### src/cspr_dummy_unused.sv
// Spare design file, holds no logic; the block lives entirely in its top module

### src/cspr_pkg.sv
// Package with register map, field layouts and reset values of the chip-select pin configuration block
package cspr_pkg;

    // Register byte offsets
    localparam logic [7:0] OFF_OUT_DATA = 8'h00;
    localparam logic [7:0] OFF_PIN_ASSIGN_0 = 8'h04;
    localparam logic [7:0] OFF_PIN_ASSIGN_1 = 8'h08;
    localparam logic [7:0] OFF_BOOT_BASE = 8'h0c;
    localparam logic [7:0] OFF_BOOT_OPTION = 8'h10;
    localparam logic [7:0] OFF_PORT_E_ASSIGN = 8'h14;
    localparam logic [7:0] OFF_PORT_F_ASSIGN = 8'h18;
    localparam logic [7:0] OFF_STRAP_STATUS = 8'h1c;
    localparam logic [7:0] OFF_GEN_OPT_BASE = 8'h40;

    // Counts and widths
    localparam int NUM_GEN_CS = 11;
    localparam int NUM_FIELDS = 12;
    localparam int NUM_DISCRETE = 7;
    localparam int FIRST_DISCRETE_CS = 3;
    localparam int STRAP_W = 10;
    localparam int GROUP_PINS = 3;
    localparam int FIRST_ARB_CS = 0;
    localparam int FIRST_FC_CS = 3;
    localparam int FIRST_ADDR_CS = 6;

    // Pin-assignment field codes
    localparam logic [1:0] PA_DISCRETE = 2'h0;
    localparam logic [1:0] PA_ALTERNATE = 2'h1;
    localparam logic [1:0] PA_CS_8BIT = 2'h2;
    localparam logic [1:0] PA_CS_16BIT = 2'h3;

    // Strap bit positions
    localparam int STRAP_BOOT_SIZE = 0;
    localparam int STRAP_GRP2 = 1;
    localparam int STRAP_GRP3 = 2;
    localparam int STRAP_ADDR_LO = 3;
    localparam int STRAP_ADDR_HI = 7;
    localparam int STRAP_PORT_E = 8;
    localparam int STRAP_PORT_F = 9;

    // Option field encodings
    localparam logic [1:0] BYTE_DISABLE = 2'h0;
    localparam logic [1:0] BYTE_BOTH = 2'h3;
    localparam logic [1:0] RW_READ_WRITE = 2'h3;
    localparam logic [3:0] DSACK_13_WAIT = 4'hd;
    localparam logic [1:0] SPACE_SUP_USER = 2'h3;
    localparam logic [2:0] IPL_ANY = 3'h0;
    localparam logic [2:0] BLOCK_1MBYTE = 3'h7;
    localparam logic [12:0] BOOT_BASE_RESET = 13'h0000;
    localparam logic [31:0] RESET_FETCH_ADDR = 32'h0000_0000;

    // Port reset fills
    localparam logic [7:0] PORT_ALL_ONES = 8'hff;
    localparam logic [7:0] PORT_ALL_ZEROS = 8'h00;
    localparam logic [7:0] OUT_DATA_RESET = 8'h7f;

    typedef struct packed {
        logic mode;
        logic [1:0] byte_en;
        logic [1:0] rw;
        logic strb;
        logic [3:0] dsack;
        logic [1:0] space;
        logic [2:0] ipl;
        logic avec;
    } cspr_opt_s;

    typedef struct packed {
        logic [12:0] base_addr;
        logic [2:0] block_size;
    } cspr_base_s;

    localparam cspr_opt_s BOOT_OPT_RESET = '{mode: 1'b0, byte_en: BYTE_BOTH, rw: RW_READ_WRITE, strb: 1'b0,
        dsack: DSACK_13_WAIT, space: SPACE_SUP_USER, ipl: IPL_ANY, avec: 1'b0};
    localparam cspr_opt_s GEN_OPT_RESET = '{mode: 1'b0, byte_en: BYTE_DISABLE, rw: 2'h0, strb: 1'b0,
        dsack: 4'h0, space: 2'h0, ipl: IPL_ANY, avec: 1'b0};
    localparam cspr_base_s BOOT_BASE_RESET_S = '{base_addr: BOOT_BASE_RESET, block_size: BLOCK_1MBYTE};

    typedef struct packed {
        cspr_base_s boot_base;
        cspr_opt_s boot_option;
        logic [7:0] port_e_pin_assign;
        logic [7:0] port_f_pin_assign;
    } cspr_cfg_s;

endpackage

### src/cspr_top.sv
// Chip-select pin function configuration with reset strap capture and APB register file
//
// Summary of operation
// - A chip-select pin 9..3 assigned as discrete output drives its output data bit.
// - Output data bits 6..0 drive chip-select pins 9..3; all reset to one.
// - Output data bit 7 ignores writes and always reads zero.
// - Straps are sampled on every reset of this block, not on reset instruction.
// - Data bus weakly pulled high during reset; external pull-low picks alternates.
// - Strap bit 0 low gives boot chip-select 8-bit port, else 16-bit.
// - Strap 1 low makes cs0-2 bus arbitration; strap 2 low makes cs3-5 function codes.
// - Straps 3..7 low make their address line and all lower ones address lines.
// - Boot assignment field upper bit resets one; lower bit loaded from strap 0.
// - Fields for cs10..cs0 reset low bit one, high bit from straps 7..1.
// - Boot chip-select active after reset; cs10..cs0 disabled until programmed.
// - After reset the first fetch address is zero.
// - Boot base address resets to zero, block size to one megabyte.
// - Boot byte field resets to both bytes; general option byte fields to disable.
// - Other boot options reset async, read/write, AS timing, 13 waits, any level.
// - Strap 8 low clears port E assignment to zero, else bus control.
// - Strap 9 decides whether port F comes up as interrupt inputs or I/O.
// - Strap 9 high sets port F assignment to all ones, low to all zeros.
`timescale 1ns/10ps
module cspr_top #(
    parameter int ADDR_W = 8
) (
    input wire logic pclk,
    input wire logic presetn,
    input wire logic psel,
    input wire logic penable,
    input wire logic pwrite,
    input wire logic [ADDR_W-1:0] paddr,
    input wire logic [31:0] pwdata,
    input wire logic [3:0] pstrb,
    output logic [31:0] prdata,
    output logic pready,
    output logic pslverr,
    input wire logic [cspr_pkg::STRAP_W-1:0] strap_bus,
    output logic data_bus_pullup_en,
    output logic straps_captured,
    output logic [2*cspr_pkg::NUM_FIELDS-1:0] cs_pin_function,
    output logic [cspr_pkg::NUM_DISCRETE-1:0] chip_select_pins_9_to_3,
    output logic [cspr_pkg::NUM_DISCRETE-1:0] chip_select_pins_9_to_3_discrete,
    output logic boot_port_16bit,
    output logic [cspr_pkg::NUM_FIELDS-1:0] cs_select_enabled,
    output logic [31:0] reset_fetch_addr,
    output cspr_pkg::cspr_cfg_s cfg
);

    // Strap synchroniser, free of reset so it tracks the pins during reset
    logic [cspr_pkg::STRAP_W-1:0] strap_meta;
    logic [cspr_pkg::STRAP_W-1:0] strap_sync;

    always_ff @(posedge pclk) begin
        strap_meta <= strap_bus;
        strap_sync <= strap_meta;
    end

    // Register state
    logic captured;
    logic [cspr_pkg::NUM_DISCRETE-1:0] discrete_out_bits;
    logic [2*cspr_pkg::NUM_FIELDS-1:0] pin_assign;
    cspr_pkg::cspr_base_s boot_cs_base;
    cspr_pkg::cspr_opt_s boot_cs_option;
    cspr_pkg::cspr_opt_s general_cs_options [cspr_pkg::NUM_GEN_CS];
    logic [7:0] port_e_pin_assign;
    logic [7:0] port_f_pin_assign;
    logic [cspr_pkg::STRAP_W-1:0] strap_seen;

    // Low bit index of the assignment field of a general chip-select
    function automatic int field_lo(
        input int cs
    );
        return 2 * (cs + 1);
    endfunction

    // Pin-assignment image from straps
    function automatic logic [2*cspr_pkg::NUM_FIELDS-1:0] strap_assign(
        input logic [cspr_pkg::STRAP_W-1:0] s
    );
        logic [2*cspr_pkg::NUM_FIELDS-1:0] f;
        logic addr_all_high;
        f = '1;
        addr_all_high = 1'b1;
        // Boot port size
        f[0] = s[cspr_pkg::STRAP_BOOT_SIZE];
        // Arbitration and function-code groups
        for (int i = 0; i < cspr_pkg::GROUP_PINS; i++) begin
            f[field_lo(cspr_pkg::FIRST_ARB_CS + i) + 1] = s[cspr_pkg::STRAP_GRP2];
            f[field_lo(cspr_pkg::FIRST_FC_CS + i) + 1] = s[cspr_pkg::STRAP_GRP3];
        end
        // Address group, top line first so a low strap covers all lines below it
        for (int k = cspr_pkg::STRAP_ADDR_HI - cspr_pkg::STRAP_ADDR_LO; k >= 0; k--) begin
            addr_all_high = addr_all_high & s[cspr_pkg::STRAP_ADDR_LO + k];
            f[field_lo(cspr_pkg::FIRST_ADDR_CS + k) + 1] = addr_all_high;
        end
        return f;
    endfunction

    // Byte-lane merge of a write into an old word
    function automatic logic [31:0] lane_merge(
        input logic [31:0] old,
        input logic [31:0] wd,
        input logic [3:0] st
    );
        logic [31:0] r;
        r = old;
        for (int b = 0; b < 4; b++) begin
            if (st[b]) begin
                r[8*b +: 8] = wd[8*b +: 8];
            end
        end
        return r;
    endfunction

    // Address decode
    wire logic setup_phase = psel && !penable;
    wire logic access_phase = psel && penable;
    wire logic [7:0] word_addr = {paddr[7:2], 2'b00};
    wire logic aligned = (paddr[1:0] == 2'b00);
    wire logic hit_out = aligned && (word_addr == cspr_pkg::OFF_OUT_DATA);
    wire logic hit_pa0 = aligned && (word_addr == cspr_pkg::OFF_PIN_ASSIGN_0);
    wire logic hit_pa1 = aligned && (word_addr == cspr_pkg::OFF_PIN_ASSIGN_1);
    wire logic hit_base = aligned && (word_addr == cspr_pkg::OFF_BOOT_BASE);
    wire logic hit_bopt = aligned && (word_addr == cspr_pkg::OFF_BOOT_OPTION);
    wire logic hit_pe = aligned && (word_addr == cspr_pkg::OFF_PORT_E_ASSIGN);
    wire logic hit_pf = aligned && (word_addr == cspr_pkg::OFF_PORT_F_ASSIGN);
    wire logic hit_stat = aligned && (word_addr == cspr_pkg::OFF_STRAP_STATUS);
    wire logic [7:0] gen_rel = word_addr - cspr_pkg::OFF_GEN_OPT_BASE;
    wire logic [5:0] gen_idx = gen_rel[7:2];
    wire logic hit_gen = aligned && (word_addr >= cspr_pkg::OFF_GEN_OPT_BASE)
        && (gen_idx < 6'(cspr_pkg::NUM_GEN_CS));
    wire logic [3:0] gen_sel = hit_gen ? gen_idx[3:0] : 4'h0;
    wire logic hit_any = hit_out || hit_pa0 || hit_pa1 || hit_base || hit_bopt || hit_pe || hit_pf
        || hit_stat || hit_gen;
    wire logic bad_write = pwrite && hit_stat;
    wire logic wr_en = access_phase && pwrite && hit_any && !bad_write;

    // Read mux
    logic [31:0] rd_mux;
    always_comb begin
        rd_mux = 32'h0;
        if (hit_out) begin
            rd_mux = {25'h0, discrete_out_bits};
        end else if (hit_pa0) begin
            rd_mux = {18'h0, pin_assign[13:0]};
        end else if (hit_pa1) begin
            rd_mux = {22'h0, pin_assign[23:14]};
        end else if (hit_base) begin
            rd_mux = {16'h0, boot_cs_base};
        end else if (hit_bopt) begin
            rd_mux = {16'h0, boot_cs_option};
        end else if (hit_pe) begin
            rd_mux = {24'h0, port_e_pin_assign};
        end else if (hit_pf) begin
            rd_mux = {24'h0, port_f_pin_assign};
        end else if (hit_stat) begin
            rd_mux = {21'h0, captured, strap_seen};
        end else if (hit_gen) begin
            rd_mux = {16'h0, general_cs_options[gen_sel]};
        end
    end

    // Write data images
    wire logic [31:0] w_out = lane_merge({25'h0, discrete_out_bits}, pwdata, pstrb);
    wire logic [31:0] w_pa0 = lane_merge({18'h0, pin_assign[13:0]}, pwdata, pstrb);
    wire logic [31:0] w_pa1 = lane_merge({22'h0, pin_assign[23:14]}, pwdata, pstrb);
    wire logic [31:0] w_base = lane_merge({16'h0, boot_cs_base}, pwdata, pstrb);
    wire logic [31:0] w_bopt = lane_merge({16'h0, boot_cs_option}, pwdata, pstrb);
    wire logic [31:0] w_gen = lane_merge({16'h0, general_cs_options[gen_sel]}, pwdata, pstrb);
    wire logic [31:0] w_pe = lane_merge({24'h0, port_e_pin_assign}, pwdata, pstrb);
    wire logic [31:0] w_pf = lane_merge({24'h0, port_f_pin_assign}, pwdata, pstrb);
    wire logic [2*cspr_pkg::NUM_FIELDS-1:0] strap_fields = strap_assign(strap_sync);

    // APB answer registered in setup phase, one access cycle
    logic [31:0] rd_q;
    logic err_q;
    always_ff @(posedge pclk or negedge presetn) begin
        if (!presetn) begin
            rd_q <= 32'h0;
            err_q <= 1'b0;
        end else if (setup_phase) begin
            rd_q <= pwrite ? 32'h0 : rd_mux;
            err_q <= !hit_any || bad_write;
        end
    end

    assign prdata = rd_q;
    assign pready = 1'b1;
    assign pslverr = access_phase && err_q;

    // Strap capture at the first edge after reset release
    always_ff @(posedge pclk or negedge presetn) begin
        if (!presetn) begin
            captured <= 1'b0;
            strap_seen <= '1;
        end else if (!captured) begin
            captured <= 1'b1;
            strap_seen <= strap_sync;
        end
    end

    // Discrete output data
    always_ff @(posedge pclk or negedge presetn) begin
        if (!presetn) begin
            discrete_out_bits <= cspr_pkg::OUT_DATA_RESET[cspr_pkg::NUM_DISCRETE-1:0];
        end else if (wr_en && hit_out) begin
            discrete_out_bits <= w_out[cspr_pkg::NUM_DISCRETE-1:0];
        end
    end

    // Chip-select pin assignment
    always_ff @(posedge pclk or negedge presetn) begin
        if (!presetn) begin
            pin_assign <= '1;
        end else if (!captured) begin
            pin_assign <= strap_fields;
        end else if (wr_en && hit_pa0) begin
            pin_assign[13:0] <= w_pa0[13:0];
        end else if (wr_en && hit_pa1) begin
            pin_assign[23:14] <= w_pa1[9:0];
        end
    end

    // Boot base
    always_ff @(posedge pclk or negedge presetn) begin
        if (!presetn) begin
            boot_cs_base <= cspr_pkg::BOOT_BASE_RESET_S;
        end else if (wr_en && hit_base) begin
            boot_cs_base <= w_base[15:0];
        end
    end

    // Boot option
    always_ff @(posedge pclk or negedge presetn) begin
        if (!presetn) begin
            boot_cs_option <= cspr_pkg::BOOT_OPT_RESET;
        end else if (wr_en && hit_bopt) begin
            boot_cs_option <= w_bopt[15:0];
        end
    end

    // General option registers
    always_ff @(posedge pclk or negedge presetn) begin
        if (!presetn) begin
            for (int i = 0; i < cspr_pkg::NUM_GEN_CS; i++) begin
                general_cs_options[i] <= cspr_pkg::GEN_OPT_RESET;
            end
        end else if (wr_en && hit_gen) begin
            general_cs_options[gen_sel] <= w_gen[15:0];
        end
    end

    // Port E assignment
    always_ff @(posedge pclk or negedge presetn) begin
        if (!presetn) begin
            port_e_pin_assign <= cspr_pkg::PORT_ALL_ONES;
        end else if (!captured) begin
            port_e_pin_assign <= strap_sync[cspr_pkg::STRAP_PORT_E] ?
                cspr_pkg::PORT_ALL_ONES : cspr_pkg::PORT_ALL_ZEROS;
        end else if (wr_en && hit_pe) begin
            port_e_pin_assign <= w_pe[7:0];
        end
    end

    // Port F assignment
    always_ff @(posedge pclk or negedge presetn) begin
        if (!presetn) begin
            port_f_pin_assign <= cspr_pkg::PORT_ALL_ONES;
        end else if (!captured) begin
            port_f_pin_assign <= strap_sync[cspr_pkg::STRAP_PORT_F] ?
                cspr_pkg::PORT_ALL_ONES : cspr_pkg::PORT_ALL_ZEROS;
        end else if (wr_en && hit_pf) begin
            port_f_pin_assign <= w_pf[7:0];
        end
    end

    // Pin drive for discrete chip-select outputs
    logic [cspr_pkg::NUM_DISCRETE-1:0] disc_mode;
    always_comb begin
        for (int p = 0; p < cspr_pkg::NUM_DISCRETE; p++) begin
            disc_mode[p] = pin_assign[field_lo(p + cspr_pkg::FIRST_DISCRETE_CS) +: 2] == cspr_pkg::PA_DISCRETE;
        end
    end

    assign chip_select_pins_9_to_3_discrete = disc_mode;
    assign chip_select_pins_9_to_3 = discrete_out_bits | ~disc_mode;

    // Chip-select enables from byte fields
    always_comb begin
        cs_select_enabled[0] = boot_cs_option.byte_en != cspr_pkg::BYTE_DISABLE;
        for (int c = 0; c < cspr_pkg::NUM_GEN_CS; c++) begin
            cs_select_enabled[c+1] = general_cs_options[c].byte_en != cspr_pkg::BYTE_DISABLE;
        end
    end

    // Configuration outputs
    assign cs_pin_function = pin_assign;
    assign boot_port_16bit = pin_assign[1:0] == cspr_pkg::PA_CS_16BIT;
    assign data_bus_pullup_en = !captured;
    assign straps_captured = captured;
    assign reset_fetch_addr = cspr_pkg::RESET_FETCH_ADDR;
    assign cfg.boot_base = boot_cs_base;
    assign cfg.boot_option = boot_cs_option;
    assign cfg.port_e_pin_assign = port_e_pin_assign;
    assign cfg.port_f_pin_assign = port_f_pin_assign;

endmodule

### config.mk
export PLATFORM = sky130hd
export DESIGN_NAME = cspr_top
export DESIGN_NICKNAME = d
export VERILOG_FILES = /design/src/cspr_dummy_unused.sv /design/src/cspr_pkg.sv /design/src/cspr_top.sv
export SDC_FILE = /design/constraint.sdc
export NUM_CORES = 1
export LEC_CHECK = 0
export BUFFER_PORTS_ARGS = -buffer_cell sky130_fd_sc_hd__clkbuf_2
export CAP_MARGIN = 5
export CORE_MARGIN = 2
export CORE_UTILIZATION = 30
export DETAILED_ROUTE_END_ITERATION = 8
export GPL_TIMING_DRIVEN = 0
export PLACE_DENSITY = 0.52
export SLEW_MARGIN = 5
export SYNTH_ARGS = -nofsm -noshare
export SYNTH_HDL_FRONTEND = slang
export SYNTH_SLANG_ARGS = --single-unit
### constraint.sdc
create_clock -name pclk -period 1.8 [get_ports pclk]
set_clock_uncertainty 0.15 [all_clocks]
set_input_delay 0.09 -clock pclk [delete_from_list [all_inputs] [get_ports pclk]]
set_output_delay 0.09 -clock pclk [all_outputs]
set_load 0.05 [all_outputs]
Word level (Yosys, flattened, before mapping)
Index checks and enable logic that the tools add are counted.
{ "op_classes": {"eq_ne": 15, "bitwise_logic": 7, "order_cmp": 4, "reduce_logical": 71, "n_mux": 32, "add_sub_neg": 1} }
{ "op_table": {"columns": ["op", "n"], "rows": [
  ["$bwmux 176", 1],
  ["$mux 16", 9],
  ["$mux 32", 4],
  ["$mux 8", 9],
  ["$bmux 16 s4", 1],
  ["$demux 16 s4", 1],
  ["$logic_and 1x1->1", 26],
  ["$eq 6x3->1 const B", 4],
  ["$mux 24", 1],
  ["$reduce_bool 2->1", 12],
  ["$mux 10", 2],
  ["$reduce_and 2->1", 9],
  ["$logic_not 2->1", 8],
  ["$mux 14", 1],
  ["$eq 6x2->1 const B", 2],
  ["$logic_or 1x1->1", 9],
  ["$ge 8x7->1 const B", 1],
  ["$logic_not 8->1", 1],
  ["$ne 2x1->1 const B", 4],
  ["$sub 8x7->8 const B", 1],
  ["$not 7->7", 1],
  ["$or 7x7->7", 1],
  ["$eq 6x1->1 const B", 1],
  ["$lt 6x4->1 const B", 1],
  ["11 further kinds", 20]
]} }
{ "totals": {"in_bits": 59, "word_cells": 243, "regBits": 319, "out_inout_bits": 167} }

Longest topological paths before layout
{ "depth": {"depth_word": 18, "mapped_depth": 10, "depth_no_buf": 6} }

Worst setup path after synthesis
OpenSTA, ideal clock, no wires.
{ "synth_path": {"path_kind": "reg-to-reg", "startpoint": "register captured, in the netlist straps_captured", "endpoint": "register pin_assign, in the netlist cs_pin_function[17]", "required_ns": 1.566, "setup_time_ns": 0.084, "arrival_time_ns": 2.086, "period_less_slack_ns": 2.320, "stages_incl_launch_ff": 7, "slack_ns": -0.520, "n_path_buf": 1, "path_cell_list": "dfrtp_1 -> clkbuf_1 -> clkinv_1 -> and3_1 -> and3_1 -> a21oi_1 -> a21oi_1"} }
{ "synth_via": {"elab_chain_cells": 2, "elab_cells_between_ends": 5, "cone_classes": "eq/ne (3); mux (1); reduce/logical (1)"} }
{ "synth_rtl": {"columns": ["element", "line_no", "text"], "rows": [
  ["start, declared", "cspr_top.sv:59", "logic captured;"],
  ["start signal, assigned", "cspr_top.sv:194", "captured <= 1'b0;"],
  ["start signal, assigned", "cspr_top.sv:197", "captured <= 1'b1;"],
  ["$ne 2x1->1 (no line) / $ne 2x2->1 (equally long branches)", null, null],
  ["$reduce_and 3->1 (no line)", null, null],
  ["end signal, assigned", "cspr_top.sv:216", "pin_assign <= strap_fields;"],
  ["end, declared", "cspr_top.sv:61", "logic [2*cspr_pkg::NUM_FIELDS-1:0] pin_assign;"]
]} }
Several ways; a longest one is shown, not always the timed one.
A chain may end at the register's enable or synchronous reset.

Final worst setup path
{ "layout_path": {"startpoint": "register general_cs_options[62] (netlist name)", "endpoint": "register general_cs_options[126] (netlist name)"} }
{ "layout_via": {"elab_chain_cells": 5} }
{ "layout_rtl": {"columns": ["element", "line_no", "text"], "rows": [
  ["start, declared", "cspr_top.sv:64", "cspr_pkg::cspr_opt_s general_cs_options [cspr_pkg::NUM_GEN_CS];"],
  ["start signal, assigned by index", "cspr_top.sv:246", "general_cs_options[i] <= cspr_pkg::GEN_OPT_RESET;"],
  ["start signal, assigned by index", "cspr_top.sv:249", "general_cs_options[gen_sel] <= w_gen[15:0];"],
  ["$bmux 16 s4", "cspr_top.sv:169", "wire logic [31:0] w_gen = lane_merge({16'h0, general_cs_options[gen_sel]}, pwdata, pstrb);"],
  ["$mux 16 (not written as such) (2 in series)", "cspr_top.sv:169", null],
  ["$mux 8", "cspr_top.sv:108", "if (st[b]) begin"],
  ["$bwmux 176", "cspr_top.sv:249", null]
]} }
Every way passes these cells. The select of a mux whose other input is x is not followed.

==> run metrics <==
met3 GRT Util=a little over 4%; final net count=1993; R2R Path End=general_cs_options[126]$_DFFE_PN0P_; FP Rows=81; crit path kind=register to register; register area share after synthesis=51.1%; Final setup viols=162; final worst-path cycle share=113%; RSZ-0062 raised after global routing=yes; busiest grt layer=met2; post-place setup slack=-1.64 ns; Max clock buf depth=3; CORE AREA=48800 um^2; DP Wirelength=roughly 45000 um; Layout area overhead=49.1%; final setup margin=-0.235 ns; 1st-pass router iterations=6; WL/cell=24.4 um; syn_area_per_cell=9.64 um^2; Die Wd=226 um; post-synth top area cell=dfrtp_1; Worst EP arrival=~2.4 ns; Post-synth EDFFs=0; worst rel slew slack=~24%; Slew Limit Fails=0; asr flop ratio synth=~93%; total of max-cap violations=0; area of combinational cells with multiple inputs=8450 um^2; synth top area cells=dfrtp_1 (36%), dfstp_2 (12%), nor2_1 (5.6%); chip height=226 um; failing checks=hold timing, setup timing; Worst-Margin Slew=1.14 ns; critical path startpoint category=register; DRC Markers=0; Post-Layout Inst Area=22100 um^2; commonest non-fill, non-tap cell in the layout=dfrtp_1; GRT Total Usage=about a quarter; fin util=a little under half; hold slack=-0.107 ns; flops & latches, synth=approximately 300; Post-Route WL=around 64000 um; CTS tree=yes; Crit Path Max Fanout=5; grt met1 use=32.5%; Initial Utilization=roughly 30%; Crit. End Element=register; clock input transition at the sequential cells of the worst setup and hold paths=0.06 ns; total CTS buffers=37; Synth Instances=1538; Hold/Removal Path Class=input port to asynchronous set/reset pin; n_diodes=0; clk_lat worst skew=0.56 ns; initial antenna violation count=0; GR Overflow Total=0; Hold Violations, Final=51; largest net degree at the start of global routing=86; routed vias=14400; Power Dens Cells=797 nW/um^2; Final Wtd Congestion=0.900; R2R depth=7; Reg2Reg Launch Point=general_cs_options[62]$_DFFE_PN0P_; Root Driver=clkbuf_16; first-pass GRT wire length=91900 um; CTS sink count=303; vias per cell=5.50; Worst Setup EP=general_cs_options[126]$_DFFE_PN0P_; placed cell areas=17300 um^2; Reg2Reg Setup Slack=-0.23 ns; die area=51200 um^2; DRT iter0 DRCs=1402; met2 Resource Use GR=38.3%; Worst Setup SP=general_cs_options[62]$_DFFE_PN0P_; htree depth=2; Post-Synthesis Cell Area=14800 um^2; fillers=between 4000 and 5000; peak supply drop=0.560 mV; Final Critical Period=2.03 ns; Synth Flop Type=dfrtp_1; vias in the first global route=14000; required time of the critical path=2.13 ns; FMAX=0.491 GHz; Port Buf Inserts=157; most frequent cells in the layout=dfrtp_1 (213), nor2_1 (207), clkbuf_2 (154); Ports=226; top cell type's share of synthesized area=36.1%; cell leakage power=about 9.6 nW; yosys warns=0; Reg area=between 7000 and 8000 um^2; Netlist cell types=66; Final ANT Viol Nets=0; share of cells above drive strength 1=48.1%; outcome=complete, but fails checks
==> sequential cells by signal, indices dropped and copies added (netlist names) <==
| name | cells |
|---|---|
| cfg | 32 |
| cs_pin_function | 24 |
| discrete_out_bits | 7 |
| err_q | 1 |
| general_cs_options | 176 |
| port_e_pin_assign | 8 |
| port_f_pin_assign | 8 |
| prdata | 16 |
| strap_meta | 10 |
| strap_seen | 10 |
| strap_sync | 10 |
| straps_captured | 1 |
==> report_power, final <==
group,switching (W),leakage (nW),internal (W)
Clock,0.00305,0.586,0.00433
Sequential,0.000179,3.86,0.00710
Combinational,0.00196,5.18,0.000992
Total,0.00518,9.63,0.0124
==> critical path: stages, from the launching register on <==
cell and delay [ns]:
dfrtp_1 0.41, nor3b_2 0.07, o21ai_2 0.21, a21oi_2 0.10, a21oi_2 0.14, or4b_4 0.52
buf_8 0.17, a31oi_2 0.17
==> cell usage after synthesis, drive strengths merged, types with 3 or more instances <==
library cell    n
or3b            4
and3           11
mux2i          24
a211oi         16
a311oi          9
a21o            9
or3            29
mux4            8
nand3          15
nor3b          11
o22ai           9
or2            17
nor3           40
inv            24
o221ai          7
dfxtp          20
o32a           10
o31ai           6
o21ai          83
a211o          20
and2            4
nand3b          9
a221oi         21
a21oi         144
dfrtp         214
a22o            9
buf            83
clkbuf         82
nand2b         13
a31oi          75
mux2           46
nor2          223
nand2         104
dfstp          69
o211ai          4
nand4           4
o21a            3
a22oi          16
o32ai           4
nor4            8
nor2b           9
o2bb2ai         3
o22a            4
==> layer usage <==
layer  up-vias  wire length [um]
met4         0              3710
met3       185              4340
li1       6256                 -
met2       662             29300
met5         -                 0
met1      7311             26700
==> layout make-up <==
type	count	area share [%]
Clock buffer	52	4.91
Tap cell	664	3.76
Buffer	157	5.91
Sequential cell	303	34.3
Clock inverter	11	0.379
Timing Repair Buffer	317	12.1
Multi-Input combinational cell	1093	38.3
Inverter	25	0.464
==> worst min-delay path by stage <==
stage,endpoint,cells past startpoint,startpoint
global route,general_cs_options[93]$_DFFE_PN0P_,2,presetn
CTS,general_cs_options[126]$_DFFE_PN0P_,2,presetn
global placement,strap_meta[7]$_DFF_P_,1,strap_bus[7]
floorplan,cfg[16]$_DFFE_PN0P_,0,presetn
detailed placement,general_cs_options[93]$_DFFE_PN0P_,1,presetn
finish,general_cs_options[109]$_DFFE_PN0P_,2,presetn
==> per-stage QoR <==
stage / setup TNS (ns) / std cells / total power, W
after floorplan: -60.11 / 1586 / 0.00887
after global placement: -1825.15 / 2407 / 0.00966
after detailed placement: -340.82 / 2411 / 0.00970
after CTS: -19.24 / 2584 / 0.0174
after global routing: -24.18 / 2622 / 0.0181
final: -19.23 / 2622 / 0.0176
==> timing repair <==
action	CTS	global route
pin swaps	48	86
resized for setup	310	276
hold endpoints to repair	235	33
gates cloned	3	4
hold buffers	31	1
buffers inserted	80	39
endpoints found under the setup margin	297	250
==> logic make-up (layout without fill, tap and decap cells) <==
kind of cell | after synthesis | after routing | share of synthesized area, %
and+or+nand+nor | 506 | 506 | 16.0
AOI/OAI and AO/OA | 459 | 459 | 20.3
DFF | 303 | 303 | 51.1
buffers and inverters | 190 | 562 | 6.32
muxes | 78 | 78 | 6.33
other | 2 | 50 | 0.0507
(Power assumes the default switching activity.)
